File: src/core/obc_pkg.sv
//==========================================================
// Purpose: constants for the breaker object control block
// Assumes: 125 MHz function clock, 1 ms timer tick
// Notes:   settings registers hold times in milliseconds
//==========================================================
// Summary of operation
// - After traverse time, both status inputs active means phase Bad.
// - After traverse time, neither status input active means Intermediate.
// - Close pulse capped at its maximum, ends early when all three phases read Closed.
// - Open pulse capped at its own maximum, ends early on new state.
// - Shared termination timeout ends control and raises an error.
// - Final trip held for pulse length; zero length means continuous.
// - Final trip only when no automatic reclose is expected.
// - Display control accepted only at or above chosen access level.
// - Commands from local, remote, application; application open per phase.
// - Separate blocking and interlock for open and for close.
// - Per-event choice to store rising, falling or both events.
// - Every event carries a time stamp taken when it is written to the log.
// - On and off events for each phase open command output.
// - Ready for closing signalled; close held pending until ready.
// - Sync condition signalled; close held pending until sync ok.
// - Separate on and off events for open and close failure.
// - Timeout event per phase open command and one for close.
// - Rolling log keeps the twelve newest time-stamped entries.
// - Log entry holds time, event, three phase statuses, cart status.
// - Logic one on a status input means that state is active.
// - Independent open pulse per phase, one close pulse output.
package obc_pkg;
  localparam int AW      = 8;
  localparam int DW      = 32;
  localparam int TW      = 20;
  localparam int NEV     = 31;
  localparam int LOGN    = 12;
  localparam int CLK_HZ  = 125_000_000;
  localparam int TICK_MS = 1;
  localparam int TICK_CYC = CLK_HZ / 1000 * TICK_MS;
  localparam logic [TW-1:0] TRAV_DEF  = 20'h0_00C8;
  localparam logic [TW-1:0] CLMAX_DEF = 20'h0_00C8;
  localparam logic [TW-1:0] OPMAX_DEF = 20'h0_00C8;
  localparam logic [TW-1:0] TERM_DEF  = 20'h0_2710;
  localparam logic [TW-1:0] FTLEN_DEF = 20'h0_00C8;
  localparam logic [1:0] ACC_DEF = 2'h2;
  localparam logic [AW-1:0] A_TRAV  = 8'h00;
  localparam logic [AW-1:0] A_CLMAX = 8'h04;
  localparam logic [AW-1:0] A_OPMAX = 8'h08;
  localparam logic [AW-1:0] A_TERM  = 8'h0C;
  localparam logic [AW-1:0] A_FTLEN = 8'h10;
  localparam logic [AW-1:0] A_CTRL  = 8'h14;
  localparam logic [AW-1:0] A_RISE  = 8'h18;
  localparam logic [AW-1:0] A_FALL  = 8'h1C;
  localparam logic [AW-1:0] A_STAT  = 8'h20;
  localparam logic [AW-1:0] A_LPTR  = 8'h24;
  localparam logic [AW-1:0] A_LOG   = 8'h40;
  localparam logic [AW-1:0] A_LEND  = 8'hA0;
  localparam int C_SWBO = 2;
  localparam int C_SWBC = 3;
  localparam logic [1:0] ST_INT   = 2'h0;
  localparam logic [1:0] ST_OPEN  = 2'h1;
  localparam logic [1:0] ST_CLOSE = 2'h2;
  localparam logic [1:0] ST_BAD   = 2'h3;
  typedef enum logic [2:0] {
    CL_IDLE = 3'h1,
    CL_WAIT = 3'h2,
    CL_ACT  = 3'h4
  } obc_cl_t;
endpackage

File: src/core/obc_top.sv
//==========================================================
// Purpose: breaker object control, one 3-pole breaker and cart
// Assumes: all inputs synchronous to mclk
// Notes:   one log entry written per cycle; extra events wait
//==========================================================
//
// The address-and-strobe port and the register addresses were decided locally.
`timescale 1ns/10ps
`default_nettype none
module obc_top #(
  parameter int unsigned TICK_CYC = obc_pkg::TICK_CYC
) (
  input  wire logic                     mclk,
  input  wire logic                     rst,
  input  wire logic [obc_pkg::AW-1:0]   addr,
  input  wire logic [obc_pkg::DW-1:0]   wdata,
  input  wire logic                     wr,
  input  wire logic                     rd,
  output logic      [obc_pkg::DW-1:0]   rdata,
  input  wire logic [2:0]               open_st,
  input  wire logic [2:0]               close_st,
  input  wire logic                     cart_in,
  input  wire logic                     cart_out,
  input  wire logic                     ready_in,
  input  wire logic                     sync_in,
  input  wire logic                     loc_open,
  input  wire logic                     loc_close,
  input  wire logic                     rem_open,
  input  wire logic                     rem_close,
  input  wire logic                     app_open_abc,
  input  wire logic [2:0]               app_open_ph,
  input  wire logic                     app_close,
  input  wire logic                     disp_open,
  input  wire logic                     disp_close,
  input  wire logic [1:0]               disp_level,
  input  wire logic                     open_block,
  input  wire logic                     close_block,
  input  wire logic                     reclose_pend,
  output logic      [2:0]               open_cmd,
  output logic                          close_cmd,
  output logic                          final_trip,
  output logic                          obj_ready,
  output logic                          sync_ok,
  output logic      [7:0]               obj_status
);
  import obc_pkg::*;

  //========================================================
  // Millisecond tick and time stamp
  logic [TW-1:0] tdiv_q;
  logic          tick_q;
  logic [31:0]   ms_q;

  always_ff @(posedge mclk or posedge rst) begin
    if (rst) begin
      tdiv_q <= '0;
      tick_q <= 1'b0;
      ms_q   <= '0;
    end else begin
      tick_q <= 1'b0;
      if (tdiv_q == TW'(TICK_CYC - 1)) begin
        tdiv_q <= '0;
        tick_q <= 1'b1;
        ms_q   <= ms_q + 32'h0000_0001;
      end else begin
        tdiv_q <= tdiv_q + 1'b1;
      end
    end
  end

  //========================================================
  // Settings registers
  logic [TW-1:0]  trav_q, clmax_q, opmax_q, term_q, ftlen_q;
  logic [3:0]     ctrl_q;
  logic [NEV-1:0] rise_en_q, fall_en_q;

  always_ff @(posedge mclk or posedge rst) begin
    if (rst) begin
      trav_q    <= TRAV_DEF;
      clmax_q   <= CLMAX_DEF;
      opmax_q   <= OPMAX_DEF;
      term_q    <= TERM_DEF;
      ftlen_q   <= FTLEN_DEF;
      ctrl_q    <= {2'b00, ACC_DEF};
      rise_en_q <= '1;
      fall_en_q <= '1;
    end else if (wr) begin
      case (addr)
        A_TRAV:  trav_q    <= wdata[TW-1:0];
        A_CLMAX: clmax_q   <= wdata[TW-1:0];
        A_OPMAX: opmax_q   <= wdata[TW-1:0];
        A_TERM:  term_q    <= wdata[TW-1:0];
        A_FTLEN: ftlen_q   <= wdata[TW-1:0];
        A_CTRL:  ctrl_q    <= wdata[3:0];
        A_RISE:  rise_en_q <= wdata[NEV-1:0];
        A_FALL:  fall_en_q <= wdata[NEV-1:0];
        default: ;
      endcase
    end
  end

  //========================================================
  // Status decode: phases 0..2, cart 3
  logic [3:0]      raw_op, raw_cl;
  logic [3:0][1:0] stat_q;
  logic [TW-1:0]   ttr_q [4];
  logic [15:0]     st_oh;

  assign raw_op = {cart_out, open_st};
  assign raw_cl = {cart_in, close_st};

  for (genvar g = 0; g < 4; g++) begin : g_stat
    always_ff @(posedge mclk or posedge rst) begin
      if (rst) begin
        stat_q[g] <= ST_INT;
        ttr_q[g]  <= '0;
      end else if (raw_op[g] ^ raw_cl[g]) begin
        stat_q[g] <= {raw_cl[g], raw_op[g]};
        ttr_q[g]  <= '0;
      end else if (ttr_q[g] >= trav_q) begin
        // Both high gives Bad, both low Intermediate
        stat_q[g] <= {raw_cl[g], raw_op[g]};
      end else if (tick_q) begin
        ttr_q[g] <= ttr_q[g] + 1'b1;
      end
    end
    assign st_oh[g*4 +: 4] = 4'b0001 << stat_q[g];
  end

  //========================================================
  // Command sources, blocking and edge detect
  logic       disp_ok, op_blk, cl_blk;
  logic [2:0] op_req, op_prev_q, start_op;
  logic       cl_req, cl_prev_q, start_cl;

  assign disp_ok = disp_level >= ctrl_q[1:0];
  // Blocking is sampled in the start cycle, and close blocking also in CL_WAIT,
  // so it must already be settled when the command edge arrives
  assign op_blk = open_block | ctrl_q[C_SWBO];
  assign cl_blk = close_block | ctrl_q[C_SWBC];
  assign op_req = {3{loc_open | rem_open | app_open_abc |
                     (disp_open & disp_ok)}} | app_open_ph;
  assign cl_req = loc_close | rem_close | app_close |
                  (disp_close & disp_ok);
  assign start_op = op_req & ~op_prev_q & {3{~op_blk}};
  assign start_cl = cl_req & ~cl_prev_q & ~cl_blk;

  always_ff @(posedge mclk or posedge rst) begin
    if (rst) begin
      op_prev_q <= '0;
      cl_prev_q <= 1'b0;
      obj_ready <= 1'b0;
      sync_ok   <= 1'b0;
    end else begin
      op_prev_q <= op_req;
      cl_prev_q <= cl_req;
      obj_ready <= ready_in;
      sync_ok   <= sync_in;
    end
  end

  //========================================================
  // Open control per phase
  logic [2:0]    op_act_q, opto_q;
  logic [TW-1:0] op_t_q [3];

  for (genvar p = 0; p < 3; p++) begin : g_open
    always_ff @(posedge mclk or posedge rst) begin
      if (rst) begin
        op_act_q[p] <= 1'b0;
        open_cmd[p] <= 1'b0;
        opto_q[p]   <= 1'b0;
        op_t_q[p]   <= '0;
      end else if (start_op[p]) begin
        op_act_q[p] <= 1'b1;
        open_cmd[p] <= 1'b1;
        opto_q[p]   <= 1'b0;
        op_t_q[p]   <= '0;
      end else if (op_act_q[p]) begin
        if (stat_q[p] == ST_OPEN) begin
          op_act_q[p] <= 1'b0;
          open_cmd[p] <= 1'b0;
        end else if (op_t_q[p] >= term_q) begin
          op_act_q[p] <= 1'b0;
          open_cmd[p] <= 1'b0;
          opto_q[p]   <= 1'b1;
        end else begin
          if (op_t_q[p] >= opmax_q)
            open_cmd[p] <= 1'b0;
          if (tick_q)
            op_t_q[p] <= op_t_q[p] + 1'b1;
        end
      end
    end
  end

  //========================================================
  // Close control with ready and sync wait
  obc_cl_t       cl_st_q;
  logic          clto_q;
  logic [TW-1:0] cl_t_q;
  logic          all_cl, all_op, cl_go;

  assign all_cl = (stat_q[0] == ST_CLOSE) && (stat_q[1] == ST_CLOSE) &&
                  (stat_q[2] == ST_CLOSE);
  assign all_op = (stat_q[0] == ST_OPEN) && (stat_q[1] == ST_OPEN) &&
                  (stat_q[2] == ST_OPEN);
  assign cl_go = obj_ready & sync_ok;

  always_ff @(posedge mclk or posedge rst) begin
    if (rst) begin
      cl_st_q   <= CL_IDLE;
      close_cmd <= 1'b0;
      clto_q    <= 1'b0;
      cl_t_q    <= '0;
    end else begin
      case (cl_st_q)
        CL_IDLE: begin
          if (start_cl) begin
            clto_q <= 1'b0;
            cl_t_q <= '0;
            if (cl_go) begin
              cl_st_q   <= CL_ACT;
              close_cmd <= 1'b1;
            end else begin
              cl_st_q <= CL_WAIT;
            end
          end
        end
        CL_WAIT: begin
          // An open command or new blocking cancels the pending close
          if (|start_op || cl_blk) begin
            cl_st_q <= CL_IDLE;
          end else if (cl_go) begin
            cl_st_q   <= CL_ACT;
            close_cmd <= 1'b1;
          end
        end
        CL_ACT: begin
          if (all_cl) begin
            cl_st_q   <= CL_IDLE;
            close_cmd <= 1'b0;
          end else if (cl_t_q >= term_q) begin
            cl_st_q   <= CL_IDLE;
            close_cmd <= 1'b0;
            clto_q    <= 1'b1;
          end else begin
            if (cl_t_q >= clmax_q)
              close_cmd <= 1'b0;
            if (tick_q)
              cl_t_q <= cl_t_q + 1'b1;
          end
        end
        default: begin
          cl_st_q   <= CL_IDLE;
          close_cmd <= 1'b0;
        end
      endcase
    end
  end

  //========================================================
  // Final trip
  logic          ft_arm_q;
  logic [TW-1:0] ft_t_q;

  always_ff @(posedge mclk or posedge rst) begin
    if (rst) begin
      ft_arm_q   <= 1'b0;
      final_trip <= 1'b0;
      ft_t_q     <= '0;
    end else if (start_cl) begin
      ft_arm_q   <= 1'b0;
      final_trip <= 1'b0;
    end else begin
      if (|start_op)
        ft_arm_q <= 1'b1;
      else if (ft_arm_q && all_op) begin
        ft_arm_q <= 1'b0;
        if (!reclose_pend) begin
          final_trip <= 1'b1;
          ft_t_q     <= '0;
        end
      end
      if (final_trip) begin
        // Zero length keeps the trip on until the next close
        if (ftlen_q != '0 && ft_t_q >= ftlen_q)
          final_trip <= 1'b0;
        else if (tick_q)
          ft_t_q <= ft_t_q + 1'b1;
      end
    end
  end

  //========================================================
  // Event detection and selection
  logic [NEV-1:0]   lvl, lvl_prev_q, pend_r_q, pend_f_q;
  logic [2*NEV-1:0] pend, clr;
  logic             ev_hit;
  logic [5:0]       ev_code;

  // Order: statuses, open cmds, close cmd, blocks, ready, sync,
  // final trip, open fail, close fail, open timeouts, close timeout
  assign lvl = {clto_q, opto_q, clto_q, |opto_q, final_trip,
                sync_ok, obj_ready, cl_blk, op_blk, close_cmd,
                open_cmd, st_oh};
  assign pend = {pend_f_q, pend_r_q};

  always_comb begin
    ev_hit  = 1'b0;
    ev_code = '0;
    for (int i = 2*NEV-1; i >= 0; i--) begin
      if (pend[i]) begin
        ev_hit  = 1'b1;
        ev_code = 6'(i);
      end
    end
  end

  assign clr = ev_hit ? ((2*NEV)'(1) << ev_code) : '0;

  always_ff @(posedge mclk or posedge rst) begin
    if (rst) begin
      // Statuses reset to Intermediate: no false edge at release
      lvl_prev_q <= NEV'({4{4'b0001 << ST_INT}});
      pend_r_q   <= '0;
      pend_f_q   <= '0;
    end else begin
      lvl_prev_q <= lvl;
      // A new edge wins over the clear of the same bit
      pend_r_q <= (pend_r_q & ~clr[NEV-1:0]) |
                  (lvl & ~lvl_prev_q & rise_en_q);
      pend_f_q <= (pend_f_q & ~clr[2*NEV-1:NEV]) |
                  (~lvl & lvl_prev_q & fall_en_q);
    end
  end

  //========================================================
  // Operation log, twelve newest entries
  logic [45:0] log_mem [LOGN];
  logic [3:0]  wptr_q, cnt_q;

  always_ff @(posedge mclk) begin
    if (ev_hit)
      log_mem[wptr_q] <= {ms_q, ev_code, stat_q};
  end

  always_ff @(posedge mclk or posedge rst) begin
    if (rst) begin
      wptr_q <= '0;
      cnt_q  <= '0;
    end else if (ev_hit) begin
      wptr_q <= (wptr_q == 4'(LOGN - 1)) ? '0 : wptr_q + 1'b1;
      if (cnt_q != 4'(LOGN))
        cnt_q <= cnt_q + 1'b1;
    end
  end

  always_ff @(posedge mclk or posedge rst) begin
    if (rst)
      obj_status <= '0;
    else
      obj_status <= stat_q;
  end

  //========================================================
  // Register read
  logic [AW-1:0] loff;
  logic [3:0]    lidx;

  assign loff = addr - A_LOG;
  assign lidx = loff[6:3];

  always_ff @(posedge mclk or posedge rst) begin
    if (rst) begin
      rdata <= '0;
    end else if (rd) begin
      case (addr)
        A_TRAV:  rdata <= DW'(trav_q);
        A_CLMAX: rdata <= DW'(clmax_q);
        A_OPMAX: rdata <= DW'(opmax_q);
        A_TERM:  rdata <= DW'(term_q);
        A_FTLEN: rdata <= DW'(ftlen_q);
        A_CTRL:  rdata <= DW'(ctrl_q);
        A_RISE:  rdata <= DW'(rise_en_q);
        A_FALL:  rdata <= DW'(fall_en_q);
        A_STAT:  rdata <= {10'h000, cl_st_q, opto_q, clto_q,
                           final_trip, sync_ok, obj_ready,
                           close_cmd, open_cmd, stat_q};
        A_LPTR:  rdata <= {24'h00_0000, cnt_q, wptr_q};
        default: begin
          if (addr >= A_LOG && addr < A_LEND && addr[1:0] == 2'b00)
            rdata <= loff[2] ? DW'(log_mem[lidx][13:0])
                             : log_mem[lidx][45:14];
          else
            rdata <= '0;
        end
      endcase
    end
  end
endmodule
`default_nettype wire

File: config.mk
export PLATFORM = sky130hd
export DESIGN_NAME = obc_top
export DESIGN_NICKNAME = d
export VERILOG_FILES = /design/src/core/obc_pkg.sv /design/src/core/obc_top.sv
export SDC_FILE = /design/constraint.sdc
export NUM_CORES = 2
export LEC_CHECK = 0
export ABC_AREA = 1
export BUFFER_PORTS_ARGS = -buffer_cell sky130_fd_sc_hd__buf_4
export CORE_MARGIN = 2
export CORE_UTILIZATION = 35
export CTS_CLUSTER_DIAMETER = 50
export CTS_CLUSTER_SIZE = 10
export DETAILED_ROUTE_END_ITERATION = 10
export HOLD_SLACK_MARGIN = 0.1
export PLACE_DENSITY = 0.49
export SLEW_MARGIN = 15
export SYNTH_ARGS = -nofsm -noshare
export SYNTH_HDL_FRONTEND = slang
export SYNTH_SLANG_ARGS = --single-unit
File: constraint.sdc
create_clock -name mclk -period 17.8 [get_ports mclk]
set_clock_uncertainty 0.2 [all_clocks]
set_input_delay 2.67 -clock mclk [delete_from_list [all_inputs] [get_ports mclk]]
set_output_delay 2.67 -clock mclk [all_outputs]
set_load 0.02 [all_outputs]
==> impl_metrics.sql <==
INSERT INTO impl_metrics (metric_group, metric, value, unit) VALUES
('run_status', 'status', 'finished clean', ''),
('worst_setup_path', 'crit_arrival', '6860', 'ps'),
('floorplanning', 'dieArea', '155900', 'um2'),
('logic_synthesis', 'yosysUniqueCellTypes', '50', ''),
('pwr', 'cell_internal_pwr', '5.645', 'mW'),
('timing', 'rsz0062_at_grt', 'false', ''),
('finish', 'multiInputGateArea', '19660', 'um2'),
('worst_setup_path', 'rrSetupSlack', '12140', 'ps'),
('clock_network', 'cts_made_buffers', '156', ''),
('pwr', 'power_frac_comb', '20.6', '%'),
('pwr', 'p_sw', '2.673', 'mW'),
('grt', 'grt_remaining_overflow', '0', ''),
('timing', 'hold_violations', '0', ''),
('drt', 'routed_wl', '175500', 'um'),
('floorplanning', 'initial_utilization', '35.21', '%'),
('worst_setup_path', 'critPathCapture', 'cl_t_q[19]$_DFFE_PP0P_', ''),
('hold_path', 'min-delay-path-class', 'reg -> reg', ''),
('drt', 'final_antenna_net_count', '0', ''),
('logic_synthesis', 'postSynthRegisterBits', '1121', ''),
('floorplanning', 'pin_count', '117', ''),
('worst_setup_path', 'criticalPathCategory', 'in -> reg', ''),
('timing', 'max-slew-margin-rel', '18.13', '%'),
('grt', 'grt_util_all_layers', '22.31', '%'),
('clock_network', 'ctsLongestPathBuffers', '3', ''),
('logic_synthesis', 'synth.top_cell.area_share', '30.99', '%'),
('timing', 'fin_crit', '6409', 'ps'),
('finish', 'area.growth.synth_to_final', '16.14', '%'),
('clock_network', 'cts_tree', 'yes', ''),
('pwr', 'sw_frac_of_total', '32.13', '%'),
('logic_synthesis', 'synth_sequential_area_ratio', '57.82', '%'),
('timing', 'fin_max_slew_vios', '0', ''),
('worst_setup_path', 'critical_path.reg2reg.endpoint', 'ttr_q[78]$_DFFE_PP0P_', ''),
('drt', 'dr.first_iter.drc_count', '3232', ''),
('placed_design', 'gp_congestion', '0.9069', ''),
('grt', 'grt_pass1_vias', '39310', ''),
('logic_synthesis', 'syn_inst', '5436', ''),
('clock_network', 'postCtsSetupBuffers', '0', ''),
('clock_network', 'tritoncts_num_sinks', '1121', ''),
('clock_network', 'postCtsResizedCells', '0', ''),
('placed_design', 'port_buffers', '115', ''),
('floorplanning', 'num_rows', '143', ''),
('pwr', 'share_clk_of_total_power', '37.9', '%'),
('logic_synthesis', 'cell_taking_the_most_area_after_synthesis', 'edfxtp_1', ''),
('job', 'number_of_max_cap_violations', '0', ''),
('logic_synthesis', 'number_of_flops_mapped_to_enable_cells_by_yosys', '552', ''),
('logic_synthesis', 'synth_async_sr_flop_share', '50.76', '%'),
('logic_synthesis', 'synthesis.yosys.warnings', '0', ''),
('worst_setup_path', 'crit_path_max_fanout', '8', ''),
('floorplanning', 'die_y', '394.9', 'um'),
('pwr', 'irDropWorstVdd', '149.8', 'uV'),
('logic_synthesis', 'synth.avg_cell_area', '9.838', 'um2'),
('placed_design', 'detailed_place_hpwl', '114800', 'um'),
('drt', 'drt-pass1-iter-count', '5', ''),
('worst_setup_path', 'reg_to_reg_critical_path_startpoint', 'trav_q[2]$_DFFE_PP0P_', ''),
('grt', 'antenna_found_initial', '6', ''),
('finish', 'layout.core_utilization', '40.89', '%'),
('timing', 'tns', '0', 'ps'),
('logic_synthesis', 'syn_nets', '5785', ''),
('drt', 'drc', '0', ''),
('timing', 'layout_worst_path_cycle_share', '36.01', '%'),
('finish', 'finish.instance_area', '62110', 'um2'),
('logic_synthesis', 'ys_dominant_reg_cell', 'edfxtp_1', ''),
('logic_synthesis', 'syn-cell-area', '53480', 'um2'),
('logic_synthesis', 'synthTopCellsByArea', 'edfxtp_1 31%, dfrtp_1 23%, ha_1 6.5%', ''),
('timing', 'fmax', '0.1560', 'GHz'),
('worst_setup_path', 'startpoint', 'disp_level[0]', ''),
('finish', 'final_net_count', '5938', ''),
('clock_network', 'cts.clk_slew.worst_paths', '50', 'ps'),
('drt', 'detailroute.via_count', '41020', ''),
('grt', 'first_pass_grt_wire_length', '259700', 'um'),
('clock_network', 'worst_skew_pair.late_latency', '790', 'ps');
[cells by family (layout without fill, tap and decap cells)]
| kind of cell | after synthesis | count (layout) | synth area share, % |
|---|---|---|---|
| AOI/OAI and AO/OA | 1284 | 1284 | 13.88 |
| DFF | 1121 | 1121 | 57.82 |
| and+or+nand+nor | 1872 | 1872 | 14.83 |
| xor gates and xnor gates | 80 | 80 | 1.310 |
| buffers and inverters | 800 | 1085 | 5.641 |
| adders and majority gates | 279 | 279 | 6.527 |
| other | 0 | 2 | 0 |
[critical path: stages]
cell and delay, ps:
buf_4 70, inv_1 30, ha_1 260, o21ai_0 80, nand2_1 80, a21boi_0 390
nor3_1 320, buf_4 230, nor2_1 80, a21oi_1 120, nand2_1 70, inv_1 60
o21ai_1 270, nor3_1 410, nand3_1 160, nor2_1 210, nand2_1 100, nor2_1 100
inv_1 70, nor3_1 230, nand2_1 110, nor2_1 140, nand2_1 90, nor2_1 140
nand2_1 80, nor3b_1 200, nor3_1 70
[power groups by stage]
stage | Sequential (mW) | Clock (mW) | Combinational (mW)
2_1_floorplan | 3.46 | 0 | 1.06
3_3_place_gp | 3.49 | 0 | 1.70
3_5_place_dp | 3.50 | 0 | 1.72
4_1_cts | 3.45 | 3.22 | 1.72
5_1_grt | 3.49 | 3.31 | 1.90
6_report | 3.45 | 3.15 | 1.72
[metal layers]
metal | track usage, % | routed length, um
met2 | 35.17 | 79760
met3 | 4.000 | 11030
met1 | 30.62 | 78230
met5 | 0 | 58
met4 | 8.404 | 6467
[registers in the layout (all words and copies together) (netlist names), 20 cells and up]
register,count
opmax_q,20
trav_q,20
log_mem,552
clmax_q,20
fall_en_q,31
lvl_prev_q,30
rdata,32
cl_t_q,20
ft_t_q,20
ttr_q,80
pend_f_q,31
pend_r_q,31
rise_en_q,31
tdiv_q,20
op_t_q,60
ms_q,32
term_q,20
ftlen_q,20
[synth_stat cells, types with 4 or more instances]
library cell,n
o31ai_1,4
nor3b_1,9
o221a_2,6
a21o_1,11
a31oi_1,24
nand2_1,740
o2111ai_1,43
xnor2_1,19
a41oi_1,10
a21boi_0,7
a221oi_1,24
nand3b_1,5
o21bai_1,11
nor4_1,63
buf_1,8
clkbuf_1,186
clkinv_1,8
nor2_2,9
and3_1,9
nor3_1,134
o21ai_0,623
o221ai_1,31
xor2_1,61
edfxtp_1,552
nand3_1,201
o21a_1,33
a211oi_1,20
dfstp_2,85
a2111oi_0,14
dfrtp_1,484
ha_1,279
nor2_1,624
nand4_1,69
o211ai_1,20
inv_1,593
o22ai_1,130
a21oi_1,261
[how the worst min path moves through the flow]
stage	startpoint	end	depth (start not counted)
6_report	tdiv_q[0]$_DFF_PP0_	tdiv_q[0]$_DFF_PP0_	1
5_1_grt	lvl[29]$_DFFE_PP0P_	lvl_prev_q[29]$_DFF_PP0_	0
4_1_cts	tdiv_q[0]$_DFF_PP0_	tdiv_q[0]$_DFF_PP0_	1
3_5_place_dp	lvl_prev_q[23]$_DFF_PP0_	pend_r_q[23]$_DFF_PP0_	1
3_3_place_gp	tdiv_q[0]$_DFF_PP0_	tdiv_q[0]$_DFF_PP0_	1
2_1_floorplan	lvl[28]$_DFFE_PP0P_	lvl_prev_q[28]$_DFF_PP0_	0
[final cells by class]
cell class | count | area share [%]
Clock inverter | 59 | 1.372
Multi-Input combinational cell | 3515 | 31.66
Inverter | 601 | 3.652
Sequential cell | 1121 | 49.78
Tap cell | 2030 | 4.089
Timing Repair Buffer | 194 | 2.355
Clock buffer | 231 | 7.083
Antenna cell | 2 | 0.008058
[layout by cell type, fill, tap and decap left out, drive strengths merged, types with 5 or more instances in the layout]
| master | instances |
|---|---|
| xnor2 | 19 |
| and3 | 9 |
| o21ai | 624 |
| clkbuf | 232 |
| a21o | 11 |
| clkinvlp | 10 |
| nor3 | 134 |
| nor2 | 633 |
| a41oi | 10 |
| a221oi | 24 |
| a2111oi | 14 |
| a31oi | 24 |
| buf | 193 |
| nand4 | 70 |
| o221a | 6 |
| o22ai | 130 |
| xor2 | 61 |
| nand3b | 5 |
| bufinv | 16 |
| o211ai | 20 |
| dfstp | 85 |
| o221ai | 31 |
| nand3 | 204 |
| dfrtp | 484 |
| nand2 | 744 |
| o21bai | 11 |
| nor4 | 63 |
| o2111ai | 43 |
| inv | 603 |
| a21oi | 261 |
| a21boi | 7 |
| a211oi | 20 |
| nor3b | 9 |
| ha | 279 |
| clkinv | 31 |
| edfxtp | 552 |
| o21a | 33 |
[stage by stage]
step	hold WS [ps]	worst slack, ps	cells
5_1_grt	291.7	11100	7751
2_1_floorplan	175.0	7250	5436
3_3_place_gp	250.8	10620	7461
6_report	261.7	11390	7753
4_1_cts	262.9	11430	7751
3_5_place_dp	255.5	10590	7461
(Power assumes the default switching activity.)
